`src/pshc_consts.svh`:
```
`ifndef PSHC_CONSTS_SVH
`define PSHC_CONSTS_SVH
// Fixed upper two bits of the serial slave address
`define PSHC_ADDR_PREFIX 2'h1
// Minimum reset pulse in ns and its count at 4 ns clock
`define PSHC_RST_MIN_NS 10000
`define PSHC_CLK_NS 4
`define PSHC_RST_MIN_CYC ((`PSHC_RST_MIN_NS + `PSHC_CLK_NS - 1) / `PSHC_CLK_NS)
// Number of power ports
`define PSHC_PORTS 8
`endif

```
`src/pshc_pkg.sv`:
```
package pshc_pkg;
  // Serial slave states, Gray coded along the usual path
  typedef enum logic [2:0] {
    PSHC_IDLE = 3'h0,
    PSHC_ADDR = 3'h1,
    PSHC_AACK = 3'h3,
    PSHC_DATA = 3'h2,
    PSHC_DACK = 3'h6,
    PSHC_SKIP = 3'h7
  } pshc_state_t;
endpackage

```
`src/pshc_sync.sv`:
```
`timescale 1ns/1ps
// Two-flop synchroniser for a group of pins
module pshc_sync #(
  parameter int W = 1
) (
  input  wire logic         clk_sys,
  input  wire logic         rst,
  input  wire logic [W-1:0] din,
  output logic      [W-1:0] dout
);
  typedef struct packed {
    logic [W-1:0] s1;
    logic [W-1:0] s2;
  } pshc_sync_t;
  pshc_sync_t st_reg;
  pshc_sync_t st_next;

  // First stage feeds only the second
  always_comb
  begin
    st_next    = st_reg;
    st_next.s1 = din;
    st_next.s2 = st_reg.s1;
  end

  // Pins idle high through their pull-ups
  always_ff @(posedge clk_sys or posedge rst)
  begin
    if (rst)
      st_reg <= '1;
    else
      st_reg <= st_next;
  end

  assign dout = st_reg.s2;
endmodule

```
`src/pshc_top.sv`:
```
`timescale 1ns/1ps
`include "pshc_consts.svh"

// Overview of operation
// - Active-low device reset holds the embedded controller disabled.
// - During reset all state except the reset counter and flag, pin history, latched straps and mode returns to defaults and ports switch off.
// - Any port fault drives the open-drain interrupt low.
// - Interrupt level changes only between complete serial transactions.
// - Low mode strap selects host control; high selects autonomous mode.
// - Slave address is binary 01 then straps four down to one.
// - Lowest address bit is internal and selects one of two port groups.
// - Straps latch at reset release or on supply good rising.
// - Low shed input starts switching off low-priority ports.
module pshc_top #(
  parameter int PORTS       = `PSHC_PORTS,
  parameter int RST_MIN_CYC = `PSHC_RST_MIN_CYC
) (
  input  wire logic             clk_sys,
  input  wire logic             rst,
  input  wire logic             device_reset_n,
  input  wire logic             priority_shed_n,
  input  wire logic             serial_clock,
  input  wire logic             serial_data_in,
  input  wire logic             mode_strap,
  input  wire logic             addr_strap_bit1,
  input  wire logic             addr_strap_bit2,
  input  wire logic             addr_strap_bit3,
  input  wire logic             addr_strap_bit4,
  input  wire logic             supply_good,
  input  wire logic [PORTS-1:0] port_fault,
  input  wire logic [PORTS-1:0] port_low_priority,
  input  wire logic [PORTS-1:0] port_power_req,
  output logic                  serial_data_out_oe,
  output logic                  interrupt_oe,
  output logic                  controller_enable,
  output logic                  host_mode,
  output logic [PORTS-1:0]      port_power_on,
  output logic                  group_valid,
  output logic                  group_select,
  output logic                  group_write,
  output logic [7:0]            group_data,
  output logic                  group_strobe
);
  localparam int CW = $clog2(RST_MIN_CYC + 1);

  typedef struct packed {
    pshc_pkg::pshc_state_t st;
    logic [CW-1:0] rcnt;
    logic          dev_rst;
    logic          scl_d;
    logic          sda_d;
    logic          busy;
    logic          sup_d;
    logic [3:0]    straps;
    logic          mode;
    logic [3:0]    bcnt;
    logic [7:0]    shift;
    logic          rw;
    logic          sda_oe;
    logic          int_oe;
    logic [PORTS-1:0] pwr;
    logic          gvalid;
    logic          gsel;
    logic          gwrite;
    logic [7:0]    gdata;
    logic          gstb;
    logic          ctrl_en;
  } pshc_top_t;

  pshc_top_t st_reg;
  pshc_top_t st_next;
  logic [9:0] pin_s;

  // Reset, shed, bus, strap and supply pins pass two flops first; port vectors do not
  pshc_sync #(
    .W (10)
  ) u_sync (
    .clk_sys (clk_sys),
    .rst     (rst),
    .din     ({device_reset_n, priority_shed_n, serial_clock, serial_data_in,
                mode_strap, addr_strap_bit4, addr_strap_bit3, addr_strap_bit2,
                addr_strap_bit1, supply_good}),
    .dout    (pin_s)
  );

  wire r_n  = pin_s[9];
  wire shd  = pin_s[8];
  wire scl  = pin_s[7];
  wire sda  = pin_s[6];
  wire scl_rise = scl && !st_reg.scl_d;
  wire scl_fall = !scl && st_reg.scl_d;
  wire start_c  = scl && st_reg.scl_d && st_reg.sda_d && !sda;
  wire stop_c   = scl && st_reg.scl_d && !st_reg.sda_d && sda;

  // Address match against prefix and latched straps
  function automatic logic addr_hit(input logic [6:0] a, input logic [3:0] s);
    addr_hit = (a[6:5] == `PSHC_ADDR_PREFIX) && (a[4:1] == s);
  endfunction

  always_comb
  begin
    st_next       = st_reg;
    st_next.scl_d = scl;
    st_next.sda_d = sda;
    st_next.sup_d = pin_s[0];
    st_next.gstb  = 1'b0;
    // Reset accepted only after it is held long enough
    if (!r_n)
    begin
      if (st_reg.rcnt != CW'(RST_MIN_CYC))
        st_next.rcnt = st_reg.rcnt + CW'(1);
      else
        st_next.dev_rst = 1'b1;
    end
    else
    begin
      st_next.rcnt    = '0;
      st_next.dev_rst = 1'b0;
    end
    // Straps caught on release or supply good rising
    if ((st_reg.dev_rst && r_n) || (pin_s[0] && !st_reg.sup_d))
    begin
      st_next.straps = pin_s[4:1];
      st_next.mode   = !pin_s[5];
    end
    // Power follows request; shed drops low-priority ports
    st_next.pwr = port_power_req & ~(shd ? '0 : port_low_priority);
    // Bus framing
    if (start_c)
    begin
      st_next.busy   = 1'b1;
      st_next.st     = pshc_pkg::PSHC_ADDR;
      st_next.bcnt   = 4'h0;
      st_next.sda_oe = 1'b0;
    end
    else if (stop_c)
    begin
      st_next.busy   = 1'b0;
      st_next.st     = pshc_pkg::PSHC_IDLE;
      st_next.sda_oe = 1'b0;
      st_next.gvalid = 1'b0;
    end
    else
    begin
      unique case (st_reg.st)
        pshc_pkg::PSHC_IDLE: ;
        pshc_pkg::PSHC_ADDR, pshc_pkg::PSHC_DATA:
        begin
          if (scl_rise)
          begin
            st_next.shift = {st_reg.shift[6:0], sda};
            st_next.bcnt  = st_reg.bcnt + 4'h1;
          end
          if (scl_fall && st_reg.bcnt == 4'h8)
          begin
            st_next.bcnt = 4'h0;
            if (st_reg.st == pshc_pkg::PSHC_ADDR)
            begin
              if (addr_hit(st_reg.shift[7:1], st_reg.straps))
              begin
                st_next.st     = pshc_pkg::PSHC_AACK;
                st_next.sda_oe = 1'b1;
                st_next.rw     = st_reg.shift[0];
                st_next.gvalid = 1'b1;
                st_next.gsel   = st_reg.shift[1];
                st_next.gwrite = !st_reg.shift[0];
              end
              else
                st_next.st = pshc_pkg::PSHC_SKIP;
            end
            else
            begin
              st_next.st     = pshc_pkg::PSHC_DACK;
              st_next.sda_oe = !st_reg.rw;
              st_next.gdata  = st_reg.shift;
              st_next.gstb   = !st_reg.rw;
            end
          end
        end
        pshc_pkg::PSHC_AACK, pshc_pkg::PSHC_DACK:
        begin
          // Reads return no data here; group logic answers
          if (scl_fall)
          begin
            st_next.sda_oe = 1'b0;
            st_next.st     = pshc_pkg::PSHC_DATA;
          end
        end
        pshc_pkg::PSHC_SKIP: ;
        default: st_next.st = pshc_pkg::PSHC_IDLE;
      endcase
    end
    // Interrupt only updated while bus idle, avoiding mid-frame glitches
    if (!st_reg.busy && !start_c)
      st_next.int_oe = |port_fault;
    // Held reset wipes everything except the counter, the reset flag, the pin history, straps and mode
    if (st_reg.dev_rst && !r_n)
    begin
      st_next.pwr    = '0;
      st_next.st     = pshc_pkg::PSHC_IDLE;
      st_next.sda_oe = 1'b0;
      st_next.int_oe = 1'b0;
      st_next.gvalid = 1'b0;
      st_next.busy   = 1'b0;
      st_next.gsel   = 1'b0;
      st_next.gwrite = 1'b0;
      st_next.gdata  = 8'h00;
      st_next.gstb   = 1'b0;
      st_next.shift  = 8'h00;
      st_next.bcnt   = 4'h0;
      st_next.rw     = 1'b0;
    end
    // Enable kept in its own flop so the pin never passes an inverter
    st_next.ctrl_en = !st_next.dev_rst;
  end

  always_ff @(posedge clk_sys or posedge rst)
  begin
    if (rst)
    begin
      st_reg        <= '0;
      st_reg.scl_d  <= 1'b1;
      st_reg.sda_d  <= 1'b1;
      st_reg.sup_d  <= 1'b1;
      st_reg.ctrl_en <= 1'b1;
      st_reg.straps <= 4'hF;
    end
    else
      st_reg <= st_next;
  end

  assign serial_data_out_oe = st_reg.sda_oe;
  assign interrupt_oe       = st_reg.int_oe;
  assign controller_enable  = st_reg.ctrl_en;
  assign host_mode          = st_reg.mode;
  assign port_power_on      = st_reg.pwr;
  assign group_valid        = st_reg.gvalid;
  assign group_select       = st_reg.gsel;
  assign group_write        = st_reg.gwrite;
  assign group_data         = st_reg.gdata;
  assign group_strobe       = st_reg.gstb;
endmodule

```
`config.mk`:
```
export PLATFORM = sky130hd
export DESIGN_NAME = pshc_top
export DESIGN_NICKNAME = d
export VERILOG_FILES = /design/src/pshc_pkg.sv /design/src/pshc_sync.sv /design/src/pshc_top.sv
export VERILOG_INCLUDE_DIRS = /design/src
export SDC_FILE = /design/constraint.sdc
export NUM_CORES = 1
export LEC_CHECK = 0
export BUFFER_PORTS_ARGS = -buffer_cell sky130_fd_sc_hd__buf_2
export CAP_MARGIN = 20
export CELL_PAD_IN_SITES_DETAIL_PLACEMENT = 2
export CELL_PAD_IN_SITES_GLOBAL_PLACEMENT = 2
export CORE_MARGIN = 5
export CORE_UTILIZATION = 33
export CTS_CLUSTER_DIAMETER = 200
export DETAILED_ROUTE_END_ITERATION = 10
export PLACE_DENSITY_LB_ADDON = 0.2
export SLEW_MARGIN = 15
export SYNTH_ARGS = -nofsm -noshare
export SYNTH_HDL_FRONTEND = slang
export SYNTH_SLANG_ARGS = --single-unit
```
`constraint.sdc`:
```
create_clock -name clk_sys -period 2.78 [get_ports clk_sys]
set_clock_uncertainty 0.2 [all_clocks]
set_input_delay 0.417 -clock clk_sys [delete_from_list [all_inputs] [get_ports clk_sys]]
set_output_delay 0.417 -clock clk_sys [all_outputs]
set_load 0.01 [all_outputs]
```
After elaboration in Yosys (flattened, before gate mapping) --
Cells that the tools add are included.
Cells by class: eq/ne operators 17, reductions and logical operators 53, add/sub/neg operators 2, mux-type cells 39, bitwise gates (word level) 2
Operators with widths (count):
- $mux 12 | 5
- $mux 13 | 3
- $mux 35 | 1
- $mux 3 | 9
- $mux 9 | 2
- $reduce_bool 3->1 | 6
- $reduce_bool 2->1 | 7
- $logic_and 1x1->1 | 13
- $add 12x1->12 const B | 1
- $logic_not 1->1 | 12
- $ne 12x12->1 const B | 1
- $mux 1 | 11
- $mux 11 | 1
- $ne 5x5->1 const B | 2
- $reduce_and 5->1 | 2
- $pmux 3 s3 | 1
- $and 8x8->8 | 1
- $mux 4 | 2
- $mux 8 | 1
- $not 8->8 | 1
- $reduce_and 4->1 | 2
- $reduce_or 8->1 | 1
- $eq 3x2->1 const B | 2
- $eq 3x3->1 const B | 2
- other kinds (18) | 24
Storage, ports and cells: flip-flop bits (word level) 81, word-level logic and storage cells 136

Logic depth before layout (Yosys ltp) --
Gate-level depths: netlist of the first run.
depth after elaboration 9, mapped depth 8, mapped depth without buffers 7

Hierarchy --
Synthesis of the first run repeated with hierarchy kept, for this count alone.
Second synthesis, totals: cell total of the unflattened synthesis 333, area total of the unflattened synthesis 3653.5 um^2
By module, submodules not included:
- pshc_top | sequential area each 1536.5 um^2, instances 1, area an instance 3124.2 um^2, cells an instance 312
- pshc_sync | sequential area each 525.5 um^2, instances 1, area an instance 529.3 um^2, cells an instance 21

Worst setup path after synthesis of the first run --
OpenSTA, ideal clock, no wires.
path kind register to register, start register st_reg[32] (netlist bit), end register st_reg[34] (netlist bit), period minus slack after synthesis 1890 ps, stages on the path, launching flop included 8, arrival time 1613 ps, slack 890 ps, library setup time 77 ps, buffers on the path 0, path through dfrtp_1 inv_1 ha_1 nand3b_4 nor2_1 o21ai_1 or4_1 a21oi_1
On the way: longest elaborated chain between the ends 7, elaborated cells on any way between the ends 11
RTL lines:
- from (decl) | RTL line pshc_top.sv:70 | pshc_top_t st_reg;
- from (signal assigned) | RTL line pshc_top.sv:229 | st_reg <= st_next;
- $add 4x1->4 or $eq 4x4->1 (tied branches) | RTL line pshc_top.sv:152, pshc_top.sv:154
- $mux 12 or $logic_and 1x1->1 (tied branches) | RTL line pshc_top.sv:149, pshc_top.sv:154
- $mux 4 | RTL line pshc_top.sv:154 | if (scl_fall && st_reg.bcnt == 4'h8)
- $mux 13 | RTL line pshc_top.sv:145 | unique case (st_reg.st)
- $mux 13 | RTL line pshc_top.sv:136 | else if (stop_c)
- $mux 4 | RTL line pshc_top.sv:129 | if (start_c)
- $mux 35 | RTL line pshc_top.sv:197 | if (st_reg.dev_rst && !r_n)
Several ways; a longest one is shown, not always the timed one. The select of a mux whose other input is x is not followed. A chain may end at the register's enable or synchronous reset.

Final worst setup path of the first run --
Same ends and word-level chain as after synthesis.

==> results of run 1 <==
==> final timing paths <==
| kind | from | end | slack [ns] | depth (start not counted) |
|---|---|---|---|---|
| setup / recovery | st_reg[32] | st_reg[34] | 0.51 | 7 |
| hold / removal | port_power_req[1] | port_power_on[1] | 0.09 | 3 |
| setup reg to reg | st_reg[32] | st_reg[34] | 0.51 | 7 |
| hold reg to reg | u_sync.st_next[6] | u_sync.dout[6] | 0.15 | 0 |
| max in group asynchronous | rst | controller_enable | 1.50 | 4 |
| min in group asynchronous | rst | port_power_on[5] | 0.50 | 4 |
==> metrics by stage <==
stage	std cells	cell area [um^2]	total power, uW
floorplan	303	3510	1370
global placement	478	3860	1420
detailed placement	478	3860	1430
CTS	505	4180	2350
global route	505	4180	2430
finish	505	4180	2310
==> critical path, delay by kind of cell, from the launching register on <==
| family | cells | cell delay [ns] |
|---|---|---|
| adders and majority gates | 1 | 0.22 |
| DFF | 1 | 0.40 |
| and+or+nand+nor | 3 | 0.86 |
| AOI/OAI and AO/OA | 2 | 0.40 |
| buffers and inverters | 1 | 0.11 |
==> power breakdown <==
part           leakage (uW)  switching, uW  internal (uW)
sequential          0.00101           30.8           1240
clock              0.000102            464            429
combinational      0.000835           76.2           67.6
==> what timing repair did <==
action | in CTS | in global routing
hold buffers | 11 | 0
endpoints found under the hold margin | 63 | 0
resized for setup | 0 | 0
==> placed cells by master (no fill, tap or decap), drive strengths merged, types with 3 or more instances in the layout <==
master | Yosys | final
a22o | 8 | 8
nand2b | 4 | 4
dfstp | 28 | 28
nor4 | 4 | 4
a21oi | 11 | 11
or3 | 4 | 4
nand3 | 5 | 5
nor3b | 4 | 4
mux2 | 4 | 4
buf | 18 | 62
clkbuf | 5 | 10
inv | 20 | 22
a22oi | 3 | 3
and2 | 4 | 4
ha | 4 | 4
nor2 | 37 | 37
xor2 | 9 | 9
o21ai | 19 | 19
nor3 | 4 | 4
mux2i | 14 | 14
nand2 | 11 | 11
and3 | 3 | 3
dfrtp | 53 | 53
dlygate4sd3 | 0 | 11
clkinv | 0 | 3
nor2b | 3 | 3
==> kinds of logic (layout without fill, tap and decap cells) <==
| group | after synthesis | in the layout | synth area share |
|---|---|---|---|
| AO/OA/AOI/OAI | 52 | 52 | 0.0977 |
| XOR/XNOR | 11 | 11 | 0.0275 |
| adder cells (fa/ha/maj) | 4 | 4 | 0.0143 |
| buffers and inverters | 43 | 109 | 0.0638 |
| flip-flops | 81 | 81 | 0.588 |
| multiplexers | 18 | 18 | 0.0528 |
| AND/OR/NAND/NOR | 94 | 94 | 0.156 |
==> metal layers <==
metal / share of wire / routed length (um) / GRT usage
met1: 0.46 / 3620 / 0.164
met2: 0.50 / 4000 / 0.227
met3: 0.033 / 265 / 0.0369
met4: 0.0066 / 52 / 0.0401
met5: 0 / 0 / 0
==> layout make-up <==
type                    count  area share
inverters                  20      0.0183
clock inverters             6      0.0177
well taps                 136      0.0408
multi-input cells         179       0.293
clock buffers              10      0.0306
flip-flops and latches     81       0.494
repair buffers             73       0.105
==> flow_summary_export.csv, run 1 <==
group,metric,value,unit
clock_network,numCtsBuffers,9,
timing,setup_viol,0,
worst_setup_path,endpoint_kind,"flip-flop",
worst_setup_path,cp_max_fo,6,
die,die_h,113,um
synth,synth.top_cells.by_area,"dfrtp_1, dfstp_2, mux2i_1",
timing,period_share,0.816,
worst_setup_path,slowest_delay,0.44,ns
timing,max_freq,441,MHz
grt,grt_pass1_wl,13600,um
route,viasPerCell,4.80,
synth,yosysSeqAreaShare,0.588,
route,wire_per_inst,15.7,um
finish,fillers,1115,
grt,grt_use_total,0.133,
placement,portBuffers,59,
route,wl,7940,um
clock_network,clk_transition_reported_paths,0.09,ns
timing,period_minus_slack,2.27,ns
route,drt_iter0_drc,62,
die,die-area,0.0128,mm^2
finish,num_antenna_cells,0,
finish,post-route-util,0.403,
timing,tightest_slew,0.597,ns
finish,multi_input_area,0.00122,mm^2
synth,synth-main-ff-cell,"dfrtp_1",
route,vias,2423,
clock_network,htree_levels,3,
synth,ys_ff_latch,81,
route,drc_errors,0,
power,powerDensity,553,mW/mm^2
synth,synth_edf_count,0,
placement,gp_congestion,0.792,
die,die_w,113,um
grt,gr-total-overflow,0,
route,drtAntennaViolNets,0,
die,coreArea,0.0104,mm^2
synth,syn_nets,343,
die,io_pins,60,
synth,synth_top_area_cell,"dfrtp_1",
synth,avgSynthCellArea,11.6,um^2
finish,area_growth,19.0,%
timing,slew_headroom,0.602,
clock_network,root_buffer,"clkbuf_8",
timing,finalSetupTns,0,ns
grt,grt_max_degree,82,
finish,largest_reg_flops,37,
worst_setup_path,crit_path_start_kind,"flip-flop",
clock_network,cts_buffer_depth,2,
grt,antenna_found_initial,0,
timing,timing.hold.ws,0.0863,ns
timing,finalHoldViolations,0,
synth,synthTopCellsByCount,"dfrtp_1, nor2_1, dfstp_2",
worst_setup_path,critical_path_required,2.86,ns
clock_network,cts_setup_buffers,0,
placement,dp_hpwl,5700,um
synth,synthCells,303,
finish,final-seq-area,0.00206,mm^2
worst_setup_path,criticalPathCategory,"flip-flop to flip-flop",
die,start_util,0.338,
finish,fin_nets,404,
clock_network,clock_sinks,81,
run,maxCapViolations,0,
run_status,status,"complete, no violations",
placement,pre_cts_ws,0.513,ns
power,power.leakage,0.00195,uW
timing,setup_slack,0.511,ns
die,rows,37,
clock_network,cts_tree,"yes",
grt,grt_pass1_vias,2724,
synth,yosysUniqueCellTypes,53,
finish,final_layout_size_suffix_gt1_frac,0.331,
worst_setup_path,slowest_stage,"or4_1",
worst_setup_path,crit_chain,"inv_1, ha_1, nand3b_4, nor2_1, o21ai_1, or4_1, a21oi_1",
timing,maxSlewViolCount,0,
synth,yosysMostFrequentCell,"dfrtp_1",
min_path,min_path_type,"input pin to flip-flop",
synth,synth_top_area_frac,0.378,
synth,ys_warn_count,0,
timing,rsz0062_at_grt,"false",
worst_setup_path,arrival,2.35,ns
power,ir_drop,0.000267,V
clock_network,clock_latency,0.35,ns
route,first_pass_iters,4,
synth,netlist_area,0.00351,mm^2
synth,async_flop_share,1.00,
Power figures use the tool's default switching activity.
==> run 2, diff against run 1 <==
CORE_UTILIZATION = 36   (was 33)
clock period = 2.2 ns   (was 2.78 ns; I/O delays follow)
==> run 2 against run 1 <==
  * Clock power up 31%
  * Non-clock buffer count increased by 14
  * Hold slack worse by 0.014 ns
  * Sequential share of layout area shrank 1.7 points
  * Critical endpoint unchanged
  * Via count is 1.5% higher
  * Largest power group unchanged
  * Final cell count increased by 2.2%
  * Largest cell class unchanged
==> flow_summary_export.csv, run 2 (synthesized netlist as in run 1, its figures left out) <==
group,metric,value,unit
run_status,status,"complete, no violations",
clock_network,clk_transition_reported_paths,0.09,ns
worst_setup_path,arrival,2.13,ns
power,ir_drop,0.000289,V
min_path,hp-start,"port_low_priority[7]",
grt,grt_pass1_vias,2767,
finish,fillers,1039,
timing,max_freq,491,MHz
worst_setup_path,cp_max_fo,7,
grt,grt_pass1_wl,14200,um
timing,rsz0062_at_grt,"false",
route,viasPerCell,4.77,
clock_network,cts_buffer_depth,2,
grt,gr-total-overflow,0,
finish,num_antenna_cells,0,
clock_network,cts_tree,"yes",
worst_setup_path,reg2reg_from,"st_reg[58]",
timing,slew_headroom,0.585,
worst_setup_path,critical_path_required,2.30,ns
clock_network,root_buffer,"clkbuf_8",
finish,final_layout_size_suffix_gt1_frac,0.337,
route,wl,8410,um
die,coreArea,0.00964,mm^2
placement,gp_congestion,0.796,
finish,layout.cells.most_common,"buf_2",
die,start_util,0.364,
grt,grt_use_total,0.159,
die,io_pins,60,
route,drt_iter0_drc,36,
die,die_w,109,um
grt,grt_max_degree,32,
die,rows,36,
finish,final_cell_mix,"buf_2, dfrtp_1, nor2_1",
power,powerDensity,689,mW/mm^2
min_path,min_path_type,"input pin to flip-flop",
finish,fin_nets,418,
worst_setup_path,criticalPathCategory,"flip-flop to flip-flop",
worst_setup_path,crit_path_start_kind,"flip-flop",
die,die_h,109,um
clock_network,numCtsBuffers,9,
timing,setup_slack,0.165,ns
route,vias,2459,
finish,area_growth,23.2,%
timing,finalSetupTns,0,ns
timing,finalHoldViolations,0,
timing,maxSlewViolCount,0,
timing,period_minus_slack,2.04,ns
grt,antenna_found_initial,0,
route,wire_per_inst,16.3,um
placement,dp_hpwl,6090,um
clock_network,htree_levels,3,
clock_network,clock_sinks,81,
run,maxCapViolations,0,
placement,portBuffers,59,
power,power.leakage,0.00202,uW
placement,pre_cts_ws,0.152,ns
route,drc_errors,0,
finish,largest_reg_flops,37,
timing,setup_viol,0,
die,die-area,0.0118,mm^2
clock_network,clock_latency,0.37,ns
power,finalPower,2980,uW
route,first_pass_iters,4,
route,drtAntennaViolNets,0,
worst_setup_path,crit_path_start,"st_reg[58]",
placement,placed_cell_area,0.00392,mm^2
timing,period_share,0.925,
finish,postLayoutCellArea,0.00432,mm^2
worst_setup_path,endpoint_kind,"flip-flop",
timing,tightest_slew,0.622,ns
==> run 2: what timing repair did <==
action,4_1_cts,5_1_grt
hold buffers,19,0
buffers inserted,0,0
hold endpoints to repair,32,0
gates resized for setup,0,0
==> run 2: power by group <==
group | internal, uW | total [uW] | switching, uW
clock network | 571 | 1170 | 601
logic | 100 | 204 | 104
registers | 1570 | 1600 | 34.3
==> run 2: layout make-up <==
class	count	area, um^2	area share
Sequential cell	81	2060	0.477
Multi-Input combinational cell	179	1220	0.283
Timing Repair Buffer	87	578	0.134
Tap cell	133	166	0.0385
Clock buffer	10	138	0.0318
Inverter	20	78.8	0.0182
Clock inverter	6	75.1	0.0174
==> run 2: worst paths after layout <==
path	endpoint	cells after the start	slack (ns)
max	st_reg[34]	5	0.16
min	port_power_on[7]	4	0.07
max reg2reg	st_reg[34]	5	0.16
min reg2reg	u_sync.dout[1]	0	0.15
max in group asynchronous	u_sync.st_next[8]	4	0.83
min in group asynchronous	host_mode	3	0.36
==> run 2: stage by stage <==
| stage | utilization | cells | hold slack, ns |
|---|---|---|---|
| CTS | 0.448 | 516 | 0.0491 |
| global route | 0.448 | 516 | 0.0744 |
| detailed placement | 0.407 | 481 | 0.147 |
| finish | 0.448 | 516 | 0.0722 |
| global placement | 0.407 | 481 | 0.146 |
| floorplan | - | 303 | 0.134 |
==> run 2: metal layers <==
metal | share of wire | vias to the layer above | GRT usage
met3 | 0.035 | 12 | 0.0438
li1 | - | 1172 | -
met2 | 0.51 | 32 | 0.259
met1 | 0.43 | 1243 | 0.198
met4 | 0.020 | 0 | 0.0658
met5 | 0 | - | 0
==> run 2: critical path, stage by stage, from the launching register on <==
cell and delay [ns]:
dfrtp_1 0.45, nand2b_2 0.27, a21oi_2 0.24, o21ai_1 0.22, or4_1 0.45, a21oi_1 0.13
